===== src/common/asop_pkg.sv =====
package asop_pkg;

  //--------------------------------------------------------------
  // Word format
  //--------------------------------------------------------------
  localparam int          WORD_W   = 12;
  localparam int          RAW_W    = 14;
  localparam logic [11:0] POS_FULL = 12'h7FF;
  localparam logic [11:0] NEG_FULL = 12'h800;
  localparam logic [11:0] ZERO_W   = 12'h000;

  //--------------------------------------------------------------
  // Timing
  //--------------------------------------------------------------
  localparam int LATENCY      = 10;
  localparam int FIFO_DEPTH   = 8;
  localparam int CLK_HZ       = 20_000_000;
  localparam int SETTLE_NS    = 200;
  localparam int SETTLE_CYC_T = (SETTLE_NS * (CLK_HZ / 1_000_000) + 999) / 1000;
  localparam int SETTLE_CYC   = (SETTLE_CYC_T > LATENCY) ? SETTLE_CYC_T : LATENCY;
  localparam int CNT_W        = 5;
  localparam logic [4:0] SETTLE_LAST = 5'(SETTLE_CYC);

endpackage : asop_pkg


===== src/design/asop_fifo.sv =====
`timescale 1ns/1ps
module asop_fifo #(
  parameter int WIDTH = 13,
  parameter int DEPTH = 8
) (
  input  wire logic             clk_i,    // Clock
  input  wire logic             rst_n_i,  // Async reset, low
  input  wire logic [WIDTH-1:0] in_data_i, // Write data
  input  wire logic             in_valid_i, // Write valid
  output logic                  in_ready_o, // Not full
  output logic [WIDTH-1:0]      out_data_o, // Head data
  output logic                  out_valid_o, // Not empty
  input  wire logic             out_ready_i  // Drain accept
);
  localparam int AW = $clog2(DEPTH);

  logic [WIDTH-1:0] mem_ff [DEPTH];
  logic [WIDTH-1:0] nxt_mem [DEPTH];
  logic [AW-1:0]    wr_ff, nxt_wr, rd_ff, nxt_rd;
  logic [AW:0]      cnt_ff, nxt_cnt;
  logic             push, pop;

  assign in_ready_o  = (cnt_ff != (AW+1)'(DEPTH));
  assign out_valid_o = (cnt_ff != '0);
  assign out_data_o  = mem_ff[rd_ff];

  always_comb
  begin
    push    = in_valid_i && in_ready_o;
    pop     = out_valid_o && out_ready_i;
    nxt_mem = mem_ff;
    nxt_wr  = wr_ff;
    nxt_rd  = rd_ff;
    nxt_cnt = cnt_ff;
    if (push)
    begin
      nxt_mem[wr_ff] = in_data_i;
      nxt_wr         = (wr_ff == AW'(DEPTH-1)) ? '0 : wr_ff + 1'b1;
    end
    if (pop)
      nxt_rd = (rd_ff == AW'(DEPTH-1)) ? '0 : rd_ff + 1'b1;
    if (push && !pop)
      nxt_cnt = cnt_ff + 1'b1;
    else if (pop && !push)
      nxt_cnt = cnt_ff - 1'b1;
  end

  always_ff @(posedge clk_i or negedge rst_n_i)
  begin
    if (!rst_n_i)
    begin
      mem_ff <= '{default: '0};
      wr_ff  <= '0;
      rd_ff  <= '0;
      cnt_ff <= '0;
    end
    else
    begin
      mem_ff <= nxt_mem;
      wr_ff  <= nxt_wr;
      rd_ff  <= nxt_rd;
      cnt_ff <= nxt_cnt;
    end
  end
endmodule : asop_fifo


===== src/design/asop_top.sv =====
`timescale 1ns/1ps
module asop_top (
  input  wire logic        SYS_CLK_I,         // Sample clock, rising edge samples
  input  wire logic        RST_N_I,           // Async reset, low
  input  wire logic [13:0] ANALOG_INPUT_PAIR_I, // Quantised input, signed, may exceed range
  input  wire logic        CAPTURE_READY_I,   // Capture side accepts word
  output logic [11:0]      SAMPLE_WORD_BITS_O, // Twos-complement word
  output logic             OUT_OF_RANGE_O,    // Word at full scale
  output logic             WORD_VALID_O,      // Word holds a settled sample
  output logic             INPUT_READY_O      // Buffer can take a sample
);

  //--------------------------------------------------------------
  // Input synchroniser, from outside the clock domain
  //--------------------------------------------------------------
  // Only the second stage feeds logic; the first may be metastable
  logic [13:0] sync1_ff;
  logic [13:0] sync2_ff;

  always_ff @(posedge SYS_CLK_I or negedge RST_N_I)
  begin
    if (!RST_N_I)
    begin
      sync1_ff <= '0;
      sync2_ff <= '0;
    end
    else
    begin
      sync1_ff <= ANALOG_INPUT_PAIR_I;
      sync2_ff <= sync1_ff;
    end
  end

  //--------------------------------------------------------------
  // Quantiser: clamp and flag
  //--------------------------------------------------------------
  // Inclusive bounds: an exact full-scale input raises the flag too
  function automatic logic [12:0] clamp_word(input logic signed [13:0] raw);
    logic [12:0] res;
    res = {1'b0, asop_pkg::ZERO_W};
    if (raw >= $signed({2'b00, asop_pkg::POS_FULL}))
      res = {1'b1, asop_pkg::POS_FULL};
    else if (raw <= $signed({2'b11, asop_pkg::NEG_FULL}))
      res = {1'b1, asop_pkg::NEG_FULL};
    else
      res = {1'b0, raw[11:0]};
    return res;
  endfunction : clamp_word

  //--------------------------------------------------------------
  // Pipeline: word and flag travel together
  //--------------------------------------------------------------
  // Stage 0 takes the sample on the rising edge; the last stage
  // feeds the output buffer, nine edges after stage 0 takes it.
  logic [12:0] pipe_ff  [asop_pkg::LATENCY];
  logic [12:0] nxt_pipe [asop_pkg::LATENCY];
  // Latency budget: two sync edges, ten stages, buffer write,
  // output register; capture logic must count the full total.
  logic [12:0] fifo_head;
  logic        fifo_in_ready;
  logic        fifo_out_valid;
  logic        pipe_adv;
  logic        out_take;

  // Stall the pipe when the buffer is full; back-pressure stops sampling
  assign pipe_adv = fifo_in_ready;

  always_comb
  begin
    nxt_pipe = pipe_ff;
    if (pipe_adv)
    begin
      nxt_pipe[0] = clamp_word($signed(sync2_ff));
      for (int i = 1; i < asop_pkg::LATENCY; i++)
        nxt_pipe[i] = pipe_ff[i-1];
    end
  end

  always_ff @(posedge SYS_CLK_I or negedge RST_N_I)
  begin
    if (!RST_N_I)
      pipe_ff <= '{default: '0};
    else
      pipe_ff <= nxt_pipe;
  end

  //--------------------------------------------------------------
  // Settling counter after reset
  //--------------------------------------------------------------
  // Reset stands in for power-up; a stopped clock cannot be seen
  // from inside this domain, so the user must reset after one.
  logic [asop_pkg::CNT_W-1:0] settle_ff;
  logic [asop_pkg::CNT_W-1:0] nxt_settle;
  logic                       settled;

  assign settled = (settle_ff == asop_pkg::SETTLE_LAST);

  always_comb
  begin
    nxt_settle = settle_ff;
    if (!settled && pipe_adv)
      nxt_settle = settle_ff + 1'b1;
  end

  always_ff @(posedge SYS_CLK_I or negedge RST_N_I)
  begin
    if (!RST_N_I)
      settle_ff <= '0;
    else
      settle_ff <= nxt_settle;
  end

  //--------------------------------------------------------------
  // Output buffer
  //--------------------------------------------------------------
  asop_fifo #(
    .WIDTH (13),
    .DEPTH (asop_pkg::FIFO_DEPTH)
  ) u_fifo (
    .clk_i       (SYS_CLK_I),
    .rst_n_i     (RST_N_I),
    .in_data_i   (pipe_ff[asop_pkg::LATENCY-1]),
    .in_valid_i  (settled),
    .in_ready_o  (fifo_in_ready),
    .out_data_o  (fifo_head),
    .out_valid_o (fifo_out_valid),
    .out_ready_i (out_take)
  );

  //--------------------------------------------------------------
  // Output register
  //--------------------------------------------------------------
  // Flag and word load in the same edge so they never split
  logic [11:0] word_ff;
  logic [11:0] nxt_word;
  logic        or_ff;
  logic        nxt_or;
  logic        vld_ff;
  logic        nxt_vld;
  logic        rdy_ff;
  logic        nxt_rdy;

  // Load when the output slot is empty or being taken
  assign out_take = fifo_out_valid && (!vld_ff || CAPTURE_READY_I);

  always_comb
  begin
    nxt_word = word_ff;
    nxt_or   = or_ff;
    nxt_vld  = vld_ff;
    if (out_take)
    begin
      nxt_word = fifo_head[11:0];
      nxt_or   = fifo_head[12];
      nxt_vld  = 1'b1;
    end
    else if (CAPTURE_READY_I)
      nxt_vld = 1'b0;
    nxt_rdy = fifo_in_ready;
  end

  always_ff @(posedge SYS_CLK_I or negedge RST_N_I)
  begin
    if (!RST_N_I)
    begin
      word_ff <= '0;
      or_ff   <= 1'b0;
      vld_ff  <= 1'b0;
      rdy_ff  <= 1'b0;
    end
    else
    begin
      word_ff <= nxt_word;
      or_ff   <= nxt_or;
      vld_ff  <= nxt_vld;
      rdy_ff  <= nxt_rdy;
    end
  end

  //--------------------------------------------------------------
  // Output drive
  //--------------------------------------------------------------
  // Ready is one cycle late; the buffer slack absorbs that lag
  assign SAMPLE_WORD_BITS_O = word_ff;
  assign OUT_OF_RANGE_O     = or_ff;
  assign WORD_VALID_O       = vld_ff;
  assign INPUT_READY_O      = rdy_ff;

endmodule : asop_top


===== config.mk =====
export PLATFORM = sky130hd
export DESIGN_NAME = asop_top
export DESIGN_NICKNAME = d
export VERILOG_FILES = /design/src/common/asop_pkg.sv /design/src/design/asop_fifo.sv /design/src/design/asop_top.sv
export SDC_FILE = /design/constraint.sdc
export NUM_CORES = 1
export LEC_CHECK = 0
export ABC_AREA = 1
export BUFFER_PORTS_ARGS = -buffer_cell sky130_fd_sc_hd__buf_2
export CORE_UTILIZATION = 35
export CTS_CLUSTER_SIZE = 40
export DETAILED_ROUTE_END_ITERATION = 6
export PLACE_DENSITY_LB_ADDON = 0.12
export SLEW_MARGIN = 25
export SYNTH_ARGS = -nofsm -noshare
export SYNTH_HDL_FRONTEND = slang
export SYNTH_SLANG_ARGS = --single-unit

===== constraint.sdc =====
create_clock -name SYS_CLK_I -period 3.2 [get_ports SYS_CLK_I]
set_input_delay 0.16 -clock SYS_CLK_I [delete_from_list [all_inputs] [get_ports SYS_CLK_I]]
set_output_delay 0.16 -clock SYS_CLK_I [all_outputs]
set_load 0.02 [all_outputs]

# [Yosys cells after proc, flatten, opt, wreduce, memory -nomap -nowiden]
# Index checks and enable logic that the tools add are counted.
# Widths: inputs -> output; s select.
[word_totals] output_inout_bits=15 elab_cells=73 latchBits=0 memories=0 register_bits=292 ramBits=0 input_bits=17 romBits=0
[classes] n_addsub=5 multipliers=0 order_cmp=5 div_mod_pow=0 n_mux=14 shift=0 eq_ne=4 bitwise=2 reduce_logical=15
[op_table] operator="$bwmux 104" count=1
[op_table] operator="$mux 13" count=5
[op_table] operator="$bmux 13 s3" count=1
[op_table] operator="$demux 13 s3" count=1
[op_table] operator="$ge 14x12->1 const B" count=1
[op_table] operator="$le 14x12->1 const B" count=1
[op_table] operator="$ge 4x4->1 const B" count=2
[op_table] operator="$mux 4" count=2
[op_table] operator="$not 3->4" count=2
[op_table] operator="$logic_and 1x1->1" count=7
[op_table] operator="$add 3x1->3 const B" count=2
[op_table] operator="$eq 3x3->1 const B" count=2
[op_table] operator="$mux 3" count=2
[op_table] operator="$add 5x1->5 const B" count=1
[op_table] operator="$eq 5x4->1 const B" count=1
[op_table] operator="$add 4x1->4 const B" count=1
[op_table] operator="$logic_not 1->1" count=4
[op_table] operator="$lt 4x1->1 const B" count=1
[op_table] operator="$ne 4x4->1 const B" count=1
[op_table] operator="$reduce_bool 2->1" count=2
[op_table] operator="$reduce_bool 4->1" count=1
[op_table] operator="$sub 4x1->4 const B" count=1
[op_table] operator="$mux 1" count=2
[op_table] operator="$logic_or 1x1->1" count=1

# [Longest topological paths before layout]
# Gate-level depths: netlist of the first run.
[logic_depth] word_depth=7 depth_mapped=15 mapped_depth_nobuf=14

# [Hierarchy]
# Synthesis of the first run repeated with hierarchy kept, for this count alone.
[unflattened] cells_unflattened=1507 area_unflattened_um2=12503.2
[modules_own_cells] mod="asop_top" area_per_inst_um2=6580.1 cells_per_inst=705 instances=1 seq_area_each_um2=4454.3
[modules_own_cells] mod="asop_fifo" area_per_inst_um2=5923.2 cells_per_inst=802 instances=1 seq_area_each_um2=2852.7

# [Worst setup path before layout of the first run]
# OpenSTA, ideal clock, no wires.
[synth_path] path_kind="register -> register" startpoint="register settle_ff[0] (netlist name)" endpoint="register u_fifo.cnt_ff[3]" slack_ns=0.946 period_less_slack_ns=2.254 n_path_buf=1 stages_incl_launch_ff=14 required_ns=3.084 t_arrival_ns=2.138 setup_time_ns=0.116 path_cell_list="dfrtp_1 -> inv_1 -> ha_1 -> nand4_4 -> nor2_8 -> buf_12 -> ha_1 -> inv_1 -> ha_1 -> and3_1 -> o21ai_0 -> nand2_1 -> nand2_1 -> nand2_1"
[synth_between] elab_chain_cells=5 elab_cells_between_ends=7 classes_between="1 x eq/ne; 1 x mux; 5 x reduce/logical"
[synth_lines] element="from (decl)" line="asop_top.sv:92" rtl="logic [asop_pkg::CNT_W-1:0] settle_ff;"
[synth_lines] element="from (signal assigned)" line="asop_top.sv:110" rtl="settle_ff <= nxt_settle;"
[synth_lines] element="$eq 5x4->1 *" line="asop_top.sv:96" rtl="assign settled = (settle_ff == asop_pkg::SETTLE_LAST);"
[synth_lines] element="$logic_and 1x1->1 *" line="asop_fifo.sv:29" rtl="push = in_valid_i && in_ready_o;"
[synth_lines] element="named net u_fifo.push" line="asop_fifo.sv:21" rtl="logic push, pop;"
[synth_lines] element="$logic_not 1->1" line="asop_fifo.sv:44" rtl="else if (pop && !push)"
[synth_lines] element="$logic_and 1x1->1" line="asop_fifo.sv:44"
[synth_lines] element="$reduce_bool 2->1 (no source line)"
[synth_lines] element="to (signal assigned)" line="asop_fifo.sv:62" rtl="cnt_ff <= nxt_cnt;"
[synth_lines] element="to (decl)" line="asop_fifo.sv:20" rtl="logic [AW:0] cnt_ff, nxt_cnt;"
# Mark *: on every way through the listed nets, which the timed path passes. The rest lies on a longest branch.
# A chain may end at the register's enable or synchronous reset.

# [Worst setup path after layout of the first run]
[layout_path] startpoint="register settle_ff[0] (netlist name)" endpoint="register u_fifo.cnt_ff[3]"
[layout_between] elab_chain_cells=5 elab_cells_between_ends=7 classes_between="1 x eq/ne; 1 x mux; 5 x reduce/logical"
[layout_lines] element="$eq 5x4->1 *" line="asop_top.sv:96"
[layout_lines] element="$logic_and 1x1->1 *" line="asop_fifo.sv:29"
[layout_lines] element="$logic_not 1->1" line="asop_fifo.sv:44"
[layout_lines] element="$logic_and 1x1->1" line="asop_fifo.sv:44"
[layout_lines] element="$reduce_bool 2->1 (no source line)"
# Mark *: on every way between the ends. The rest lies on a longest branch, timed or not.

==> results_dict.tcl, run 1 <==
set metrics [dict create \
    skew_ns 0.00995 \
    cts.sinks 292 \
    yosys.area_share.adder_pct 1.10 \
    num_antenna_cells 0 \
    status "finished, final reports clean" \
    r2r_cells 12 \
    period_minus_slack_ns 2.45 \
    cp.required_ns 3.58 \
    die_h_um 187 \
    ioPinCount 32 \
    synth-xor-area-share_pct 0.438 \
    crit_arrival_ns 2.83 \
    drive_above_1_share_pct 12.5 \
    post_cts_resized 0 \
    drt_pre_antenna_iters 5 \
    final_nets 1360 \
    hold_path.class "in -> async" \
    top_layer "met4" \
    r2r-end "u_fifo.cnt_ff[3]" \
    startpoint "settle_ff[0]" \
    dp_cells 1729 \
    reg2reg_slack_ns 0.75 \
    crit_type "reg -> reg" \
    crit_path_end_kind "flop" \
    core-area_sq_um 33600 \
    fin_cells 1805 \
    synth-seq-area-share_pct 60.9 \
    drc_errors 0 \
    hold_viol 0 \
    track_usage_pct 14.9 \
    placed_area_sq_um 12500 \
    grt_max_degree 99 \
    syn_area_sq_um 12000 \
    clk_latency_ns 0.50 \
    grt-ovfl-total 0 \
    post-route-period-util_pct 76.5 \
    antenna_found_initial 0 \
    ys_ff_latch 292 \
    port_buffers 31 \
    cap_violations 0 \
    met2_length_um 11600 \
    postSynth.asyncResetShare_pct 100 \
    synthSimpleGateAreaFrac_pct 22.3 \
    initial_core_util_pct 35.7 \
    max-slew-margin-rel_pct 39.2 \
    tritoncts "yes" \
    cellLeakagePower_nw 6.69 \
    synth-main-ff-cell "dfrtp_1" \
    critPathCapture "u_fifo.cnt_ff[3]" \
    syn_avg_cell_area_sq_um 9.22 \
    row_count 67 \
    dr_wl_met3_um 746 \
    syn_nets 1330 \
    layout_commonest_cell "nand2_1" \
    wl_met1_um 11900 \
    clockBufferDepth 3 \
    rsz0062_at_grt "false" \
    r2r_start "settle_ff[0]" \
    drtIter0Drc 605 \
    grt_pass1_vias 8298 \
    wl_um 25000 \
    cts_made_buffers 34 \
    setup_tns_ns 0 \
    path_clk_slew_ns 0.06 \
    synth_edf_count 0 \
    crit_path_max_fanout 15 \
    num_vias 8340 \
    max-vdd-ir-drop_mv 0.580 \
    htreeDepth 2 \
    ys_types 30 \
    synth_top_family_by_area "simple AND/OR/NAND/NOR gates" \
    root_buffer "clkbuf_16" \
    synth-compound-area-share_pct 10.6 \
    maxSlewViolCount 0 \
    post_cts_buffers 0 \
    dieArea_sq_um 35100 \
    layout_common_cells "nand2_1, dfrtp_1, o21ai_0" \
    crit_path_start_kind "flop" \
    netlist_instances 1303 \
    p_per_area_nw_per_um2 954 \
    tightest_slew_ns 0.912 \
    area_growth_syn_to_layout_pct 15.2 \
    setup_violations 0 \
    dp_hpwl_um 14100 \
    whs_ns 0.243 \
    chipWidth_um 187 \
    postRouteAntennaNets 0 \
    globalplace.congestion 0.716 \
    hold_buffers 16 \
    muxShareOfSynthArea_pct 0 \
    fmax_mhz 408 \
    grt_first_pass_wirelength_um 42700 \
    post_drt_wl_per_cell_um 13.8 \
    stdcell_area_sq_um 13800 \
    routed_via_density 4.62 \
    yosysWarnings 0 \
]
## cell families after synthesis
family | after synthesis
and+or+nand+nor | 662
DFF | 292
AOI/OAI and AO/OA | 219
buffers and inverters | 114
adders and majority gates | 10
xor gates and xnor gates | 6
## routing by layer
metal  up-vias  track usage (%)
met5         -                0
met4         0             5.01
met3        41             2.27
met2       112             24.8
met1      3972             19.8
li1       4215                -
## layout make-up
cell class	count	area [sq um]
tap	448	561
sequential	292	7310
timing repair buffer	62	475
clock buffer	52	1060
clock inverter	8	90.1
inverter	46	175
multi-input combinational	897	4160
fill	3406	19800
## registers in the layout, indices dropped and copies added (netlist names)
register,count
INPUT_READY_O,1
OUT_OF_RANGE_O,1
SAMPLE_WORD_BITS_O,12
WORD_VALID_O,1
pipe_ff,130
settle_ff,5
sync1_ff,14
sync2_ff,14
u_fifo.cnt_ff,4
u_fifo.mem_ff,104
u_fifo.rd_ff,3
u_fifo.wr_ff,3
## worst min-delay path by stage
stage / endpoint / slack [ns] / cells after the start
after detailed placement: u_fifo.mem_ff[30] / 0.20 / 1
after global routing: sync1_ff[3] / 0.28 / 2
after CTS: u_fifo.mem_ff[30] / 0.26 / 2
after global placement: u_fifo.mem_ff[30] / 0.20 / 1
final: u_fifo.mem_ff[30] / 0.24 / 2
after floorplan: INPUT_READY_O / -0.14 / 0
## power by group
part / switching [mW] / total, mW / internal [mW]
combinational: 2.48 / 3.71 / 1.23
clock: 1.48 / 3.92 / 2.44
sequential: 0.603 / 5.55 / 4.95
total: 4.57 / 13.2 / 8.62
## worst max-delay path, stage by stage, from the launching register on
cell	delay, ns
dfrtp_1	0.40
inv_1	0.09
ha_1	0.20
nand4_4	0.16
nor2_8	0.34
ha_1	0.23
inv_1	0.09
ha_1	0.33
and3_1	0.19
o21ai_0	0.15
nand2_1	0.07
nand2_1	0.05
nand2_1	0.04
## synth_stat cells (2+ instances only)
cell type  number  area (sq um)
dfrtp_1       292          7310
o21ai_0       165           826
xor2_1          4          35.0
nand2_2        21           131
o211ai_1       13          97.6
nand2_1       471          1770
o21ai_2        39           342
inv_1          44           165
buf_6           2          22.5
xnor2_1         2          17.5
buf_12          5           100
nand2_8         2          40.0
nand3_1        45           225
nor2_1        116           435
buf_1           5          18.8
clkbuf_1       31           116
ha_1            9           113
buf_2          25           125
## through the flow
stage / power, mW / worst slack, ns / util, %
CTS: 13.4 / 0.719 / 41.1
global placement: 9.34 / 0.774 / 37.2
global route: 14.3 / 0.532 / 41.1
detailed placement: 9.41 / 0.740 / 37.2
finish: 13.2 / 0.750 / 41.1
floorplan: 8.27 / 0.946 / -
No activity file was read; power rests on OpenSTA's default activity.
==> run 2, diff against run 1 <==
==> constraint.sdc (replaced) <==
create_clock -name SYS_CLK_I -period 2.3 [get_ports SYS_CLK_I]
set_input_delay 0.115 -clock SYS_CLK_I [delete_from_list [all_inputs] [get_ports SYS_CLK_I]]
set_output_delay 0.115 -clock SYS_CLK_I [all_outputs]
set_load 0.02 [all_outputs]
==> run 2 against run 1 <==
Effect of this change:
- setup slack got worse by 0.53 ns
- critical path depth increased by 1
- global-route usage about the same
- total power increased by 38%
==> results_dict.tcl, run 2 (synthesized netlist as in run 1, its figures left out) <==
set metrics [dict create \
    status "finished, final reports clean" \
    final_nets 1362 \
    htreeDepth 1 \
    dieArea_sq_um 35100 \
    globalplace.congestion 0.728 \
    setup_tns_ns 0 \
    ioPinCount 32 \
    place_ws_ns 0.127 \
    drtIter0Drc 571 \
    layout_commonest_cell "nand2_1" \
    cts_made_buffers 31 \
    wl_um 25300 \
    routed_via_density 4.60 \
    cp.required_ns 2.74 \
    clockBufferDepth 3 \
    crit_path_end_kind "flop" \
    cap_violations 0 \
    chipWidth_um 187 \
    cts.sinks 292 \
    regMostFlops "pipe_ff" \
    antenna_found_initial 0 \
    layout_common_cells "nand2_1, dfrtp_1, o21ai_0" \
    startpoint "settle_ff[0]" \
    drc_errors 0 \
    setup_violations 0 \
    core-area_sq_um 33600 \
    grt_first_pass_wirelength_um 43000 \
    r2r_start "settle_ff[0]" \
    postRouteAntennaNets 0 \
    largestRegisters "pipe_ff (130), u_fifo.mem_ff (104)" \
    max-vdd-ir-drop_mv 0.795 \
    track_usage_pct 14.9 \
    root_buffer "clkbuf_16" \
    multiInputGateArea_sq_um 4170 \
    whs_ns 0.101 \
    fmax_mhz 480 \
    stdcell_area_sq_um 13800 \
    cellLeakagePower_nw 6.69 \
    port_buffers 31 \
    max-slew-margin-rel_pct 60.6 \
    rsz0062_at_grt "false" \
    clk_latency_ns 0.55 \
    hold_viol 0 \
    path_cells "inv_1 -> ha_2 -> nand4_4 -> nor2_8 -> ha_1 -> inv_1 -> ha_4 -> and3_1 -> nor2_1 -> nand3_1 -> nand2_1 -> nand2_1 -> nand2_1" \
    post_drt_wl_per_cell_um 14.0 \
    path_clk_slew_ns 0.06 \
    setup_slack_ns 0.216 \
    placed_area_sq_um 12600 \
    cpMaxStageDelayCell "dfrtp_1" \
    largest_reg_flops 130 \
    period_minus_slack_ns 2.08 \
    grt-ovfl-total 0 \
    crit_path_max_fanout 4 \
    post-route-period-util_pct 90.6 \
    tightest_slew_ns 0.590 \
    fill_cells 3370 \
    skew_ns 0.0113 \
    crit_type "reg -> reg" \
    die_h_um 187 \
    crit_arrival_ns 2.52 \
    drive_above_1_share_pct 12.7 \
    grt_pass1_vias 8389 \
    row_count 67 \
    area_growth_syn_to_layout_pct 15.2 \
    dp_hpwl_um 14200 \
    grt_max_degree 148 \
    crit_path_start_kind "flop" \
    num_vias 8296 \
    maxSlewViolCount 0 \
    num_antenna_cells 0 \
    cpMostUsedCell "nand2_1" \
    tritoncts "yes" \
    p_per_area_nw_per_um2 1310 \
    hold_path.class "in -> async" \
    drt_pre_antenna_iters 5 \
    final_util_pct 41.2 \
    reg2reg_slack_ns 0.22 \
    initial_core_util_pct 35.7 \
    max_stage_delay_ns 0.39 \
    regArea_sq_um 7310 \
]
==> run 2: cell count changes in the layout (fill, tap and decap cells not counted) <==
cell / previous run / this run
o21ai_1: 0 / 1
clkinv_2: 6 / 7
clkbuf_1: 7 / 5
ha_2: 0 / 1
o21ai_0: 165 / 164
ha_4: 0 / 1
ha_1: 9 / 7
buf_4: 12 / 13
buf_12: 3 / 7
bufinv_16: 2 / 4
clkbuf_16: 37 / 31
==> run 2: final cells by class <==
class / instances / share of cell area [%]
Sequential cell: 292 / 52.8
Multi-Input combinational cell: 897 / 30.1
Clock buffer: 44 / 6.54
Timing Repair Buffer: 67 / 4.07
Tap cell: 448 / 4.05
Inverter: 46 / 1.27
Clock inverter: 11 / 1.12
==> run 2: worst max-delay path, delay by kind of cell, from the launching register on <==
kind | cells | cell delay, ns
buf+inv | 2 | 0.21
fa+ha+maj | 3 | 0.66
flops | 1 | 0.39
simple gates | 8 | 0.73
==> run 2: power by group <==
part | switching [mW] | internal (mW) | total [mW] | leakage (nW)
sequential | 0.865 | 6.89 | 7.75 | 3.67
combinational | 3.46 | 1.82 | 5.28 | 2.49
clock | 2.00 | 3.15 | 5.16 | 0.529
==> run 2: worst paths after layout <==
check	endpoint	cells after the start
setup reg to reg	u_fifo.cnt_ff[3]	13
hold / removal	u_fifo.mem_ff[40]	2
max in group asynchronous	pipe_ff[99]	3
min in group SYS_CLK_I	sync1_ff[4]	2
hold reg to reg	sync2_ff[4]	0
setup / recovery	u_fifo.cnt_ff[3]	13
==> run 2: routing by layer <==
layer | up-vias | track usage [%] | share of wire [%]
met5 | - | 0 | 0
met4 | 0 | 4.67 | 3.0
met3 | 46 | 1.99 | 2.5
met2 | 90 | 25.6 | 47
met1 | 3949 | 19.5 | 48
li1 | 4211 | - | -
==> run 2: stage by stage <==
| stage | cells | power [mW] |
|---|---|---|
| floorplan | 1303 | 11.5 |
| global placement | 1734 | 13.1 |
| detailed placement | 1734 | 13.2 |
| CTS | 1805 | 18.5 |
| global route | 1805 | 19.7 |
| finish | 1805 | 18.2 |
==> run 2: what timing repair did <==
item | CTS | global route
endpoints found under the hold margin | 253 | 0
hold buffers | 16 | 0
gates resized for setup | 0 | 3
setup endpoints to repair | 0 | 1
setup buffers | 0 | 0
==> run 3, diff against run 2 <==
--- a/config.mk
+++ b/config.mk
@@ -8,6 +8,7 @@
 export ABC_AREA = 1
 export BUFFER_PORTS_ARGS = -buffer_cell sky130_fd_sc_hd__buf_2
 export CORE_UTILIZATION = 35
+export CTS_BUF_LIST = sky130_fd_sc_hd__clkbuf_2 sky130_fd_sc_hd__clkbuf_4 sky130_fd_sc_hd__clkbuf_8
 export CTS_CLUSTER_SIZE = 40
 export DETAILED_ROUTE_END_ITERATION = 6
 export PLACE_DENSITY_LB_ADDON = 0.12
==> run 3 against run 2 <==
Effect of this change:
- sequential power is essentially flat
- sequential share of layout area is essentially flat
- clock-buffer cell count grew 41
- largest cell class unchanged
- setup slack gained 0.0057 ns
==> results_dict.tcl, run 3 (synthesized netlist as in run 1, its figures left out) <==
set metrics [dict create \
    max-vdd-ir-drop_mv 0.800 \
    dp_hpwl_um 14200 \
    num_antenna_cells 0 \
    crit_path_end_kind "flop" \
    grt_first_pass_wirelength_um 43700 \
    max-slew-margin-rel_pct 60.5 \
    cts_made_buffers 50 \
    routed_via_density 4.58 \
    grt_pass1_vias 8570 \
    setup_violations 0 \
    drc_errors 0 \
    p_per_area_nw_per_um2 1300 \
    post-route-period-util_pct 90.3 \
    skew_ns 0.00842 \
    root_buffer "clkbuf_8" \
    grt_max_degree 148 \
    globalplace.congestion 0.728 \
    grt-ovfl-total 0 \
    final_nets 1381 \
    dp_cells 1734 \
    cap_violations 0 \
    period_minus_slack_ns 2.08 \
    clockBufferDepth 3 \
    port_buffers 31 \
    fmax_mhz 481 \
    power.total_mw 17.9 \
    rsz0062_at_grt "false" \
    cts.sinks 292 \
    largest_reg_flops 130 \
    post_drt_wl_per_cell_um 14.0 \
    crit_path_max_fanout 4 \
    status "finished, final reports clean" \
    path_clk_slew_ns 0.06 \
    area_growth_syn_to_layout_pct 15.3 \
    crit_type "reg -> reg" \
    crit_arrival_ns 2.53 \
    fin_cells 1839 \
    regMostFlops "pipe_ff" \
    drt_pre_antenna_iters 4 \
    initial_core_util_pct 35.7 \
    maxSlewViolCount 0 \
    track_usage_pct 15.3 \
    place_ws_ns 0.127 \
    tightest_slew_ns 0.592 \
    setup_tns_ns 0 \
    row_count 67 \
    drive_above_1_share_pct 15.2 \
    fill_cells 3389 \
    post_cts_buffers 0 \
    num_vias 8423 \
    layout_common_cells "nand2_1, dfrtp_1, o21ai_0" \
    cp.required_ns 2.75 \
    die_h_um 187 \
    largestRegisters "pipe_ff (130), u_fifo.mem_ff (104)" \
    ioPinCount 32 \
    postRouteAntennaNets 0 \
    hold_viol 0 \
    layout_commonest_cell "nand2_1" \
    r2r_cells 12 \
    antenna_found_initial 0 \
    hold_path.class "in -> async" \
    dieArea_sq_um 35100 \
    clk_latency_ns 0.56 \
    drtIter0Drc 589 \
    core-area_sq_um 33600 \
    htreeDepth 2 \
    tritoncts "yes" \
    wl_um 25800 \
    setup_slack_ns 0.222 \
    crit_path_start_kind "flop" \
    chipWidth_um 187 \
    cellLeakagePower_nw 6.74 \
]
run 3: stage by stage:
stage / hold WS (ns) / instance area, sq um / utilization [%]
global placement: 0.0897 / 12600 / 37.5
finish: 0.0862 / 13800 / 41.2
CTS: 0.0699 / 13800 / 41.2
floorplan: -0.181 / 12000 / -
global route: 0.106 / 13800 / 41.2
detailed placement: 0.0933 / 12600 / 37.5
run 3: critical path: stages, from the launching register on:
cell and delay (ns):
dfrtp_1 0.44, nor2_2 0.22, nand3_4 0.12, inv_4 0.11, nor2_8 0.03, ha_1 0.19
inv_1 0.17, ha_1 0.26, and3_1 0.15, o21ai_1 0.12, nand2_1 0.06, nand2_1 0.05
nand2_1 0.05
run 3: final cells by class:
cell class,count,area (sq um),area share (%)
sequential,292,7310,52.8
multi-input combinational,897,4170,30.1
clock buffer,85,1050,7.59
timing repair buffer,67,563,4.07
tap,448,561,4.05
inverter,46,175,1.26
clock inverter,4,20.0,0.145
run 3: repair_timing:
| item | 4_1_cts | 5_1_grt |
|---|---|---|
| endpoints found under the hold margin | 276 | 0 |
| hold buffers | 16 | 0 |
| gates resized for setup | 0 | 3 |
| endpoints found under the setup margin | 0 | 1 |
run 3: final timing paths:
kind / start / endpoint / slack [ns]
setup / recovery: u_fifo.cnt_ff[0] / u_fifo.cnt_ff[3] / 0.22
hold / removal: RST_N_I / u_fifo.mem_ff[40] / 0.09
setup reg to reg: u_fifo.cnt_ff[0] / u_fifo.cnt_ff[3] / 0.22
hold reg to reg: sync1_ff[4] / sync2_ff[4] / 0.34
max in group asynchronous: RST_N_I / pipe_ff[121] / 1.40
min in group SYS_CLK_I: ANALOG_INPUT_PAIR_I[6] / sync1_ff[6] / 0.20
run 3: power by group:
group / internal [mW] / total (mW) / switching (mW)
sequential: 6.89 / 7.76 / 0.868
combinational: 1.82 / 5.29 / 3.47
clock: 2.85 / 4.90 / 2.05
total: 11.6 / 17.9 / 6.39
run 3: layer usage:
| layer | vias to the layer above | global-route usage [%] | wire length [um] | part of all wire (%) |
|---|---|---|---|---|
| met5 | - | 0 | 0 | 0 |
| met4 | 0 | 6.05 | 732 | 2.8 |
| met3 | 62 | 2.93 | 995 | 3.9 |
| met2 | 134 | 25.5 | 12100 | 47 |
| met1 | 3971 | 19.6 | 11900 | 46 |
| li1 | 4256 | - | - | - |
